==> src/hw/cfpb_pkg.sv <==
// Constants and types for the configuration fuse protection bank.
// Assumes byte registers are indexed by printed offset; APB byte address is four times that.
package cfpb_pkg;
	// Register indexes
	localparam logic [21:0] IDX_MUX = 22'h30_0005;
	localparam logic [21:0] IDX_DBG = 22'h30_0006;
	localparam logic [21:0] IDX_CPL = 22'h30_0008;
	localparam logic [21:0] IDX_CPH = 22'h30_0009;
	localparam logic [21:0] IDX_WPL = 22'h30_000a;
	localparam logic [21:0] IDX_WPH = 22'h30_000b;
	localparam logic [21:0] IDX_TRL = 22'h30_000c;
	localparam logic [21:0] IDX_TRH = 22'h30_000d;
	localparam logic [21:0] IDX_ID = 22'h3f_fffe;
	// Implemented bits; also the unprogrammed reset value
	localparam logic [7:0] MASK_MUX = 8'h01;
	localparam logic [7:0] MASK_DBG = 8'h85;
	localparam logic [7:0] MASK_LOW = 8'h0f;
	localparam logic [7:0] MASK_CPH = 8'hc0;
	localparam logic [7:0] MASK_WPH = 8'he0;
	localparam logic [7:0] MASK_TRH = 8'h40;
	// Field positions
	localparam int DBG_BIT = 7;
	localparam int LOWV_BIT = 2;
	localparam int STV_BIT = 0;
	localparam int EEP_BIT = 7;
	localparam int BOOT_BIT = 6;
	localparam int CFG_BIT = 5;
	localparam int MUX_BIT = 0;
	localparam int REV_W = 5;
	localparam int PART_W = 3;
	// Region limits
	localparam logic [21:0] BOOT_END = 22'h00_07ff;
	localparam logic [21:0] R0_END = 22'h00_3fff;
	localparam logic [21:0] R1_END = 22'h00_7fff;
	localparam logic [21:0] R2_END = 22'h00_bfff;
	localparam logic [21:0] R3_END = 22'h00_ffff;
	localparam logic [21:0] CFG_LO = 22'h30_0000;
	localparam logic [21:0] CFG_HI = 22'h30_00ff;
	localparam logic [1:0] MODE_MCU = 2'h3;
	typedef enum logic [2:0] {RG_0, RG_1, RG_2, RG_3, RG_BOOT, RG_EEP, RG_CFG, RG_NONE}
		cfpb_region_type;
	typedef enum logic [1:0] {ACC_READ, ACC_WRITE, ACC_TABLE, ACC_RSVD} cfpb_acc_type;
	typedef enum logic {ST_LOAD, ST_RUN} cfpb_state_type;
endpackage

==> src/hw/cfpb_bank.sv <==
// Configuration fuse protection bank: fuse-loaded option and protection bytes,
// APB register access and per-access protection check.
// Assumes fuse levels are stable from reset release; APB master per AMBA APB4.
// Operation
// - Regions zero to two span 000800-003FFF, 004000-007FFF, 008000-00BFFF.
// - Boot region 000000-0007FF and region three 00C000-00FFFF have own bits.
// - Low code-protect bit N at 0 read-protects region N; bits 7-4 unused.
// - High code-protect bit 7 at 0 read-protects the data EEPROM.
// - High code-protect bit 6 at 0 protects boot; bits 5-0 read zero.
// - Low write-protect bit N at 0 blocks writes to region N.
// - High write-protect bit 7 blocks EEPROM, bit 6 blocks boot writes.
// - High write-protect bit 5 blocks config space writes; bits 4-0 read zero.
// - Table-read bit N at 0 refuses reads of region N from other regions.
// - Table-read high bit 6 guards boot likewise; other bits read zero.
// - Protection bits are one when blank and can only be cleared.
// - Option bit 7 at 0 enables debugger and claims port B pins 6 and 7.
// - Option bit 2 at 1 enables low-voltage programming entry.
// - Option bit 0 at 1 resets on stack fault; bits 6-3, 1 read zero.
// - External-memory modes route capture unit two to port C1 or B3.
// - Read-only id byte: part code in bits 7-5, revision in 4-0.
// - Microcontroller mode routes capture unit two to port C1 or E7.
`timescale 1ns/10ps
`default_nettype none
module cfpb_bank #(
	parameter logic [2:0] PART_CODE = 3'h3, // Value is arbitrary
	parameter logic [4:0] REVISION = 5'h01 // Value is arbitrary
) (
	input wire logic core_clk_i,
	input wire logic rstn_i,
	input wire logic psel_i,
	input wire logic penable_i,
	input wire logic pwrite_i,
	input wire logic [23:0] paddr_i,
	input wire logic [31:0] pwdata_i,
	input wire logic [3:0] pstrb_i,
	output logic [31:0] prdata_o,
	output logic pready_o,
	output logic pslverr_o,
	input wire logic [7:0] fuse_capture2_mux_i,
	input wire logic [7:0] fuse_debug_option_i,
	input wire logic [7:0] fuse_code_protect_low_i,
	input wire logic [7:0] fuse_code_protect_high_i,
	input wire logic [7:0] fuse_write_protect_low_i,
	input wire logic [7:0] fuse_write_protect_high_i,
	input wire logic [7:0] fuse_table_read_protect_low_i,
	input wire logic [7:0] fuse_table_read_protect_high_i,
	input wire logic acc_valid_i,
	input wire logic [1:0] acc_kind_i,
	input wire logic acc_eeprom_i,
	input wire logic [21:0] acc_addr_i,
	input wire logic [21:0] exec_addr_i,
	output logic acc_done_o,
	output logic acc_grant_o,
	input wire logic [1:0] proc_mode_i,
	input wire logic stack_fault_i,
	output logic config_loaded_o,
	output logic debug_enable_o,
	output logic portb_pin67_debug_o,
	output logic low_voltage_prog_enable_o,
	output logic stack_fault_reset_enable_o,
	output logic stack_reset_o,
	output logic capture2_portc_pin1_o,
	output logic capture2_portb_pin3_o,
	output logic capture2_porte_pin7_o
);
	cfpb_pkg::cfpb_state_type state_q;
	logic [7:0] capture2_mux_q;
	logic [7:0] debug_option_config_q;
	logic [7:0] code_protect_low_q;
	logic [7:0] code_protect_high_q;
	logic [7:0] write_protect_low_q;
	logic [7:0] write_protect_high_q;
	logic [7:0] table_read_protect_low_q;
	logic [7:0] table_read_protect_high_q;
	logic pready_q;
	logic pslverr_q;
	logic [31:0] prdata_q;
	logic acc_done_q;
	logic acc_grant_q;
	logic [21:0] reg_idx;
	logic [8:0] rd_sel;
	logic bus_err;
	logic wr_take;
	logic acc_ok;
	cfpb_pkg::cfpb_region_type tgt_rg;
	cfpb_pkg::cfpb_region_type exe_rg;

	// Region decode of a program-memory address
	function automatic cfpb_pkg::cfpb_region_type region_of(input logic [21:0] a);
		if (a <= cfpb_pkg::BOOT_END) begin
			region_of = cfpb_pkg::RG_BOOT;
		end else if (a <= cfpb_pkg::R0_END) begin
			region_of = cfpb_pkg::RG_0;
		end else if (a <= cfpb_pkg::R1_END) begin
			region_of = cfpb_pkg::RG_1;
		end else if (a <= cfpb_pkg::R2_END) begin
			region_of = cfpb_pkg::RG_2;
		end else if (a <= cfpb_pkg::R3_END) begin
			region_of = cfpb_pkg::RG_3;
		end else if (a >= cfpb_pkg::CFG_LO && a <= cfpb_pkg::CFG_HI) begin
			region_of = cfpb_pkg::RG_CFG;
		end else begin
			region_of = cfpb_pkg::RG_NONE;
		end
	endfunction

	// Programming may only clear implemented bits
	function automatic logic [7:0] clear_only(input logic [7:0] old, input logic [7:0] wd,
			input logic [7:0] mask);
		clear_only = old & wd & mask;
	endfunction

	// Read data with hit flag; unimplemented bits read zero
	function automatic logic [8:0] read_sel(input logic [21:0] idx);
		unique case (idx)
			cfpb_pkg::IDX_MUX: read_sel = {1'b1, capture2_mux_q};
			cfpb_pkg::IDX_DBG: read_sel = {1'b1, debug_option_config_q};
			cfpb_pkg::IDX_CPL: read_sel = {1'b1, code_protect_low_q};
			cfpb_pkg::IDX_CPH: read_sel = {1'b1, code_protect_high_q};
			cfpb_pkg::IDX_WPL: read_sel = {1'b1, write_protect_low_q};
			cfpb_pkg::IDX_WPH: read_sel = {1'b1, write_protect_high_q};
			cfpb_pkg::IDX_TRL: read_sel = {1'b1, table_read_protect_low_q};
			cfpb_pkg::IDX_TRH: read_sel = {1'b1, table_read_protect_high_q};
			cfpb_pkg::IDX_ID: read_sel = {1'b1, PART_CODE, REVISION};
			default: read_sel = 9'h000;
		endcase
	endfunction

	assign reg_idx = paddr_i[23:2];
	always_comb begin
		rd_sel = read_sel(reg_idx);
	end
	// Unmapped, id writes and locked config writes are errors
	assign bus_err = !rd_sel[8] || (pwrite_i && reg_idx == cfpb_pkg::IDX_ID)
		|| (pwrite_i && !write_protect_high_q[cfpb_pkg::CFG_BIT]);
	assign wr_take = psel_i && penable_i && pready_q && pwrite_i && !pslverr_q && pstrb_i[0];

	// Fuse load sequence
	always_ff @(posedge core_clk_i) begin
		if (!rstn_i) begin
			state_q <= cfpb_pkg::ST_LOAD;
		end else begin
			state_q <= cfpb_pkg::ST_RUN;
		end
	end

	// Configuration bytes
	always_ff @(posedge core_clk_i) begin
		if (!rstn_i) begin
			capture2_mux_q <= cfpb_pkg::MASK_MUX;
			debug_option_config_q <= cfpb_pkg::MASK_DBG;
			code_protect_low_q <= cfpb_pkg::MASK_LOW;
			code_protect_high_q <= cfpb_pkg::MASK_CPH;
			write_protect_low_q <= cfpb_pkg::MASK_LOW;
			write_protect_high_q <= cfpb_pkg::MASK_WPH;
			table_read_protect_low_q <= cfpb_pkg::MASK_LOW;
			table_read_protect_high_q <= cfpb_pkg::MASK_TRH;
		end else if (state_q == cfpb_pkg::ST_LOAD) begin
			capture2_mux_q <= fuse_capture2_mux_i & cfpb_pkg::MASK_MUX;
			debug_option_config_q <= fuse_debug_option_i & cfpb_pkg::MASK_DBG;
			code_protect_low_q <= fuse_code_protect_low_i & cfpb_pkg::MASK_LOW;
			code_protect_high_q <= fuse_code_protect_high_i & cfpb_pkg::MASK_CPH;
			write_protect_low_q <= fuse_write_protect_low_i & cfpb_pkg::MASK_LOW;
			write_protect_high_q <= fuse_write_protect_high_i & cfpb_pkg::MASK_WPH;
			table_read_protect_low_q <= fuse_table_read_protect_low_i & cfpb_pkg::MASK_LOW;
			table_read_protect_high_q <= fuse_table_read_protect_high_i & cfpb_pkg::MASK_TRH;
		end else if (wr_take) begin
			case (reg_idx)
				cfpb_pkg::IDX_MUX: capture2_mux_q <= pwdata_i[7:0] & cfpb_pkg::MASK_MUX;
				cfpb_pkg::IDX_DBG: debug_option_config_q <= pwdata_i[7:0] & cfpb_pkg::MASK_DBG;
				cfpb_pkg::IDX_CPL: code_protect_low_q <=
					clear_only(code_protect_low_q, pwdata_i[7:0], cfpb_pkg::MASK_LOW);
				cfpb_pkg::IDX_CPH: code_protect_high_q <=
					clear_only(code_protect_high_q, pwdata_i[7:0], cfpb_pkg::MASK_CPH);
				cfpb_pkg::IDX_WPL: write_protect_low_q <=
					clear_only(write_protect_low_q, pwdata_i[7:0], cfpb_pkg::MASK_LOW);
				cfpb_pkg::IDX_WPH: write_protect_high_q <=
					clear_only(write_protect_high_q, pwdata_i[7:0], cfpb_pkg::MASK_WPH);
				cfpb_pkg::IDX_TRL: table_read_protect_low_q <=
					clear_only(table_read_protect_low_q, pwdata_i[7:0], cfpb_pkg::MASK_LOW);
				cfpb_pkg::IDX_TRH: table_read_protect_high_q <=
					clear_only(table_read_protect_high_q, pwdata_i[7:0], cfpb_pkg::MASK_TRH);
				default: ;
			endcase
		end
	end

	// APB slave: answer one cycle after a request is seen
	always_ff @(posedge core_clk_i) begin
		if (!rstn_i) begin
			pready_q <= 1'b0;
			pslverr_q <= 1'b0;
			prdata_q <= 32'h0000_0000;
		end else if (pready_q) begin
			pready_q <= 1'b0;
			pslverr_q <= 1'b0;
		end else if (psel_i && state_q == cfpb_pkg::ST_RUN) begin
			pready_q <= 1'b1;
			pslverr_q <= bus_err;
			prdata_q <= {24'h00_0000, rd_sel[7:0]};
		end
	end

	// Protection check of one access
	assign tgt_rg = acc_eeprom_i ? cfpb_pkg::RG_EEP : region_of(acc_addr_i);
	assign exe_rg = region_of(exec_addr_i);
	always_comb begin
		acc_ok = 1'b1;
		unique case (cfpb_pkg::cfpb_acc_type'(acc_kind_i))
			cfpb_pkg::ACC_READ: begin
				unique case (tgt_rg)
					cfpb_pkg::RG_0, cfpb_pkg::RG_1, cfpb_pkg::RG_2, cfpb_pkg::RG_3:
						acc_ok = code_protect_low_q[tgt_rg[1:0]];
					cfpb_pkg::RG_BOOT: acc_ok = code_protect_high_q[cfpb_pkg::BOOT_BIT];
					cfpb_pkg::RG_EEP: acc_ok = code_protect_high_q[cfpb_pkg::EEP_BIT];
					default: acc_ok = 1'b1;
				endcase
			end
			cfpb_pkg::ACC_WRITE: begin
				unique case (tgt_rg)
					cfpb_pkg::RG_0, cfpb_pkg::RG_1, cfpb_pkg::RG_2, cfpb_pkg::RG_3:
						acc_ok = write_protect_low_q[tgt_rg[1:0]];
					cfpb_pkg::RG_BOOT: acc_ok = write_protect_high_q[cfpb_pkg::BOOT_BIT];
					cfpb_pkg::RG_EEP: acc_ok = write_protect_high_q[cfpb_pkg::EEP_BIT];
					cfpb_pkg::RG_CFG: acc_ok = write_protect_high_q[cfpb_pkg::CFG_BIT];
					default: acc_ok = 1'b1;
				endcase
			end
			cfpb_pkg::ACC_TABLE: begin
				if (tgt_rg == exe_rg) begin
					acc_ok = 1'b1;
				end else begin
					unique case (tgt_rg)
						cfpb_pkg::RG_0, cfpb_pkg::RG_1, cfpb_pkg::RG_2, cfpb_pkg::RG_3:
							acc_ok = table_read_protect_low_q[tgt_rg[1:0]];
						cfpb_pkg::RG_BOOT:
							acc_ok = table_read_protect_high_q[cfpb_pkg::BOOT_BIT];
						default: acc_ok = 1'b1;
					endcase
				end
			end
			cfpb_pkg::ACC_RSVD: acc_ok = 1'b0;
		endcase
	end

	always_ff @(posedge core_clk_i) begin
		if (!rstn_i) begin
			acc_done_q <= 1'b0;
			acc_grant_q <= 1'b0;
		end else begin
			acc_done_q <= acc_valid_i && state_q == cfpb_pkg::ST_RUN;
			acc_grant_q <= acc_valid_i && state_q == cfpb_pkg::ST_RUN && acc_ok;
		end
	end

	// Option and pin routing outputs
	always_ff @(posedge core_clk_i) begin
		if (!rstn_i) begin
			config_loaded_o <= 1'b0;
			debug_enable_o <= 1'b0;
			portb_pin67_debug_o <= 1'b0;
			low_voltage_prog_enable_o <= 1'b0;
			stack_fault_reset_enable_o <= 1'b0;
			stack_reset_o <= 1'b0;
			capture2_portc_pin1_o <= 1'b0;
			capture2_portb_pin3_o <= 1'b0;
			capture2_porte_pin7_o <= 1'b0;
		end else begin
			config_loaded_o <= state_q == cfpb_pkg::ST_RUN;
			debug_enable_o <= !debug_option_config_q[cfpb_pkg::DBG_BIT];
			portb_pin67_debug_o <= !debug_option_config_q[cfpb_pkg::DBG_BIT];
			low_voltage_prog_enable_o <= debug_option_config_q[cfpb_pkg::LOWV_BIT];
			stack_fault_reset_enable_o <= debug_option_config_q[cfpb_pkg::STV_BIT];
			stack_reset_o <= stack_fault_i && debug_option_config_q[cfpb_pkg::STV_BIT];
			capture2_portc_pin1_o <= capture2_mux_q[cfpb_pkg::MUX_BIT];
			capture2_portb_pin3_o <= !capture2_mux_q[cfpb_pkg::MUX_BIT]
				&& proc_mode_i != cfpb_pkg::MODE_MCU;
			capture2_porte_pin7_o <= !capture2_mux_q[cfpb_pkg::MUX_BIT]
				&& proc_mode_i == cfpb_pkg::MODE_MCU;
		end
	end

	assign prdata_o = prdata_q;
	assign pready_o = pready_q;
	assign pslverr_o = pslverr_q;
	assign acc_done_o = acc_done_q;
	assign acc_grant_o = acc_grant_q;
endmodule
`default_nettype wire

==> config.mk <==
export PLATFORM = sky130hd
export DESIGN_NAME = cfpb_bank
export DESIGN_NICKNAME = d
export VERILOG_FILES = /design/src/hw/cfpb_pkg.sv /design/src/hw/cfpb_bank.sv
export SDC_FILE = /design/constraint.sdc
export NUM_CORES = 1
export LEC_CHECK = 0
export ABC_AREA = 1
export BUFFER_PORTS_ARGS = -buffer_cell sky130_fd_sc_hd__buf_2
export CAP_MARGIN = 20
export CORE_AREA = 2 2 88 90
export CTS_BUF_LIST = sky130_fd_sc_hd__clkbuf_2 sky130_fd_sc_hd__clkbuf_4 sky130_fd_sc_hd__clkbuf_8
export DETAILED_ROUTE_END_ITERATION = 16
export DIE_AREA = 0 0 90 92
export PLACE_DENSITY_LB_ADDON = 0.08
export SLEW_MARGIN = 20
export SYNTH_ARGS = -nofsm -noshare
export SYNTH_HDL_FRONTEND = slang
export SYNTH_SLANG_ARGS = --single-unit
==> constraint.sdc <==
create_clock -name core_clk_i -period 2.6 [get_ports core_clk_i]
set_clock_uncertainty 0.05 [all_clocks]
set_input_delay 0.65 -clock core_clk_i [delete_from_list [all_inputs] [get_ports core_clk_i]]
set_output_delay 0.65 -clock core_clk_i [all_outputs]
set_load 0.01 [all_outputs]
# Word-level counts from Yosys, hierarchy flattened
# Cells that the tools add are included.
[totals]
ff_bits = 43
latchBits = 0
ram_bits = 0
romBits = 0
in_bits = 180
out_inout_bits = 45
wordCells = 161
mem_count = 0
[classes]
addsub = 0
mul = 0
div = 0
order_cmp = 15
eq_ne = 30
shift = 0
n_mux = 51
n_bitwise = 8
n_reduce_logical = 35
[op_table]
columns = ["op", "n"]
rows = [
  ["$eq 22x22->1 const B", 9],
  ["$le 22x16->1 const B", 4],
  ["$pmux 9 s9", 1],
  ["$mux 8", 9],
  ["$ge 22x22->1 const B", 2],
  ["$le 22x11->1 const B", 2],
  ["$le 22x14->1 const B", 2],
  ["$le 22x15->1 const B", 2],
  ["$le 22x22->1 const B", 2],
  ["$mux 4", 9],
  ["$mux 3", 11],
  ["$mux 7", 3],
  ["$ne 2x1->1 const B", 9],
  ["$reduce_and 2->1", 9],
  ["$and 8x8->8", 2],
  ["$logic_and 1x1->1", 15],
  ["$and 4x4->4", 3],
  ["$mux 1", 11],
  ["$eq 3x3->1 const B", 3],
  ["$pmux 1 s4", 2],
  ["$and 7x7->7", 1],
  ["$bmux 1 s2", 3],
  ["$eq 2x2->1 const B", 3],
  ["$eq 3x2->1 const B", 2],
  ["other kinds (14)", 20],
]

# Logic depth before layout (Yosys ltp)
[depth]
ltp_word = 15
mapped_depth = 14
depth_no_buf = 14

# Least setup slack after synthesis
# No wires, ideal clock.
[synth_path]
kind = "input to register"
from = "input paddr_i[20]"
to = "register debug_option_config_q[0]"
setup_ns = 0.133
arrival_ns = 1.604
required_time_ns = 2.417
path_slack_ns = 0.813
cell_stages = 8
n_path_buf = 0
cell_sequence = "nor2_1 > nand2_1 > nor2_1 > nand2_1 > nor4_1 > nand2_1 > nand2_1 > o221ai_1"
[synth_between]
elab_chain_cells = 3
[synth_lines]
columns = ["element", "line", "text"]
rows = [
  ["start, declared", "cfpb_bank.sv:33", "input wire logic [23:0] paddr_i,"],
  ["$eq 22x22->1", "cfpb_bank.sv:168", "case (reg_idx)"],
  ["$ne 2x1->1 (no line)", "n/a", ""],
  ["$reduce_and 2->1 (no line)", "n/a", ""],
  ["end signal, assigned", "cfpb_bank.sv:151", "debug_option_config_q <= cfpb_pkg::MASK_DBG;"],
  ["end signal, assigned", "cfpb_bank.sv:160", "debug_option_config_q <= fuse_debug_option_i & cfpb_pkg::MASK_DBG;"],
  ["end signal, assigned", "cfpb_bank.sv:170", "cfpb_pkg::IDX_DBG: debug_option_config_q <= pwdata_i[7:0] & cfpb_pkg::MASK_DBG;"],
  ["end, declared", "cfpb_bank.sv:68", "logic [7:0] debug_option_config_q;"],
]
# No other way between the ends.
# A chain may end at the register's enable or synchronous reset.

# Worst setup path after layout
[layout_path]
from = "input paddr_i[8]"
to = "register code_protect_low_q[1]"
[layout_between]
elab_chain_cells = 3
[layout_lines]
columns = ["element", "line", "text"]
rows = [
  ["$eq 22x22->1", "cfpb_bank.sv:168", ""],
  ["$ne 2x1->1 (no line)", "n/a", ""],
  ["$reduce_and 2->1 (no line)", "n/a", ""],
  ["end signal, assigned", "cfpb_bank.sv:152", "code_protect_low_q <= cfpb_pkg::MASK_LOW;"],
  ["end signal, assigned", "cfpb_bank.sv:161", "code_protect_low_q <= fuse_code_protect_low_i & cfpb_pkg::MASK_LOW;"],
  ["end signal, assigned", "cfpb_bank.sv:171", "cfpb_pkg::IDX_CPL: code_protect_low_q <="],
  ["end, declared", "cfpb_bank.sv:69", "logic [7:0] code_protect_low_q;"],
]
# No other way between the ends.

==> reports/metrics.yaml <==
status: "finished, final reports clean"
worstPathArrival_ns: 2.11
drcViolationCount: 0
min-delay-start: "debug_option_config_q[7]"
core_area_sq_um: 7450
synth-simple-area-share_pct: 35.0
die_x_um: 90
use_met3_pct: 3.45
grt.total_usage_pct: 19.4
numCtsBuffers: 5
portBuffers: 111
total_power_uw: 1600
synthDistinctLibCells: 43
die_h_um: 92
whs_ns: 0.391
r2r-start: "pready_o"
vias: 3042
r2r_setup_slack_ns: 0.91
post-dp-hpwl_um: 6600
ant_nets: 0
design_area_sq_um: 3460
grt_pass1_wl_um: 13200
ioPinCount: 225
ff2ff_path_depth: 7
cp.required_ns: 2.74
cp_max_fo: 9
hold_viol: 0
syn2layout_area_growth_pct: 26.3
grt_use_met1_pct: 24.3
antenna_found_initial: 0
worstHoldPathType: "reg -> reg"
routedWlPerCell_um: 12.6
tns_ns: 0
grt_pass1_vias: 2953
netlist_instances: 429
layout_min_cycle_time_ns: 1.98
placed_area_sq_um: 3320
rsz0062_at_grt: "no"
period_share_pct: 76.1
final_cells: 645
cts_resized: 0
tritoncts: "built"
synth.avg_cell_area_sq_um: 6.39
reg2reg_to: "code_protect_low_q[1]"
clock_path_buffers: 2
synth_xor_area_share_pct: 0.320
setup_viol: 0
clkSinkCount: 42
cts-hold-fix-buffers: 0
crit_type: "in -> reg"
post_cts_buffers: 0
nets: 722
grt_most_used_layer: "met2"
start_util_pct: 36.8
end_kind: "flip-flop"
fmax_ghz: 0.506
drive_gt1_share_pct: 27.1
synth_fa_ha_area_share_pct: 0
h-tree-depth: 2
firstDrtPassIters: 4
num_rows: 32
met2_usage_pct: 33.8
clock-root-buffer: "clkbuf_8"
yosysWarningCount: 0
grt_overflow_total: 0
routabilityCongestion: 0.940
cap_violations: 0
vias_per_cell: 4.72
synth_top_family_by_area: "simple AND/OR/NAND/NOR gates"
maxSlewViolCount: 0
yosys-mux-area-fraction_pct: 0
wl_um: 8110
die_area_sq_um: 8280
power_density_nw_per_um2: 462
num_antenna_cells: 0
dpl.cell_count: 637
synth_compound_area_share_pct: 17.0
clk_latency_ns: 0.31
start_kind: "input pin"
ir_drop_uv: 286
leakagePower_uw: 0.00184
syn-cell-area_sq_um: 2740
clk_pin_slew_ns: 0.10
seq_area_frac_synth_pct: 30.7
ys_seq_elements: 42
grt_max_degree: 28
worstHoldPathCells: 1
drtIter0Drc: 153
hold_path_end: "portb_pin67_debug_o"
==> report_power, final <==
part | switching (uW) | internal (uW)
registers | 21.4 | 679
clock network | 245 | 385
logic | 161 | 108
==> worst max path at each step <==
stage	start	slack, ns	depth (start not counted)	endpoint
floorplan	paddr_i[20]	0.81	8	debug_option_config_q[0]
global placement	paddr_i[8]	0.38	9	code_protect_low_q[1]
detailed placement	paddr_i[6]	0.33	9	code_protect_low_q[1]
CTS	paddr_i[6]	0.64	9	code_protect_low_q[1]
global route	paddr_i[6]	0.44	9	code_protect_low_q[1]
finish	paddr_i[8]	0.62	9	code_protect_low_q[1]
==> through the flow <==
step	worst slack, ns	util (%)
6_report	0.623	46.5
5_1_grt	0.438	46.5
4_1_cts	0.640	46.5
3_5_place_dp	0.325	44.6
3_3_place_gp	0.377	44.6
2_1_floorplan	0.813	-
==> routing by layer <==
metal  vias to the layer above  part of all wire, %  wire length, um
met5                         -                    0                0
met4                         0                  1.4              110
met3                        10                  6.6              533
met2                       114                   46             3740
met1                      1337                   46             3720
li1                       1581                    -                -
==> layout by cell type, fill, tap and decap left out, drive strengths merged <==
cell type and instances:
buf 118, nand2 91, nor2 57, inv 56, dfxtp 42, a21oi 34
o21ai 32, conb 25, nand3 21, nand4 19, nor3 13, clkbuf 5
o221ai 4, o211ai 4, or2 4, clkinv 3, o31ai 2, a31oi 2
bufinv 2, nor4 2, o2111ai 1, o22ai 1, o21a 1, o311ai 1
and3 1, xor2 1, nor3b 1
==> cell type report <==
| cell class | instances | area (sq um) |
|---|---|---|
| Clock inverter | 3 | 68.8 |
| Tap cell | 102 | 128 |
| Sequential cell | 42 | 841 |
| Timing Repair Buffer | 118 | 608 |
| Fill cell | 846 | 3990 |
| Clock buffer | 5 | 68.8 |
| Multi-Input combinational cell | 317 | 1530 |
| Inverter | 58 | 218 |
==> critical path: stages <==
cell,delay [ns]
buf_2,0.11
nor2_1,0.12
nand2_2,0.15
nor3_1,0.33
nand3_1,0.21
inv_1,0.17
o21ai_1,0.14
a21oi_1,0.16
o21ai_0,0.08
==> Yosys cell counts (all sizes together) <==
cell | count | area, sq um
clkbuf | 3 | 11.3
o311ai | 1 | 8.76
nand2 | 91 | 354
nor3 | 13 | 80.1
o2111ai | 1 | 8.76
and3 | 1 | 6.26
conb | 1 | 3.75
o221ai | 4 | 35.0
o21a | 1 | 7.51
xor2 | 1 | 8.76
o22ai | 1 | 6.26
a21oi | 34 | 174
nand3 | 21 | 110
inv | 56 | 210
o21ai | 32 | 164
buf | 33 | 233
nand4 | 19 | 125
a31oi | 2 | 12.5
clkinv | 2 | 7.51
dfxtp | 42 | 841
nor3b | 1 | 7.51
or2 | 4 | 25.0
o211ai | 4 | 35.0
nor4 | 2 | 18.8
nor2 | 57 | 231
o31ai | 2 | 15.0
==> sequential cells by signal, summed over array words and instances (netlist names), 2 cells and up <==
name and flops:
write_protect_low_q 4, debug_option_config_q 3, code_protect_high_q 2, table_read_protect_low_q 4, code_protect_low_q 4, write_protect_high_q 3
prdata_o 7
==> cells by family after synthesis <==
group,Yosys count
and+or+nand+nor,209
xor gates and xnor gates,1
DFF,42
other,1
AOI/OAI and AO/OA,82
buffers and inverters,94
Note: power is estimated with default switching activity, not from simulation.
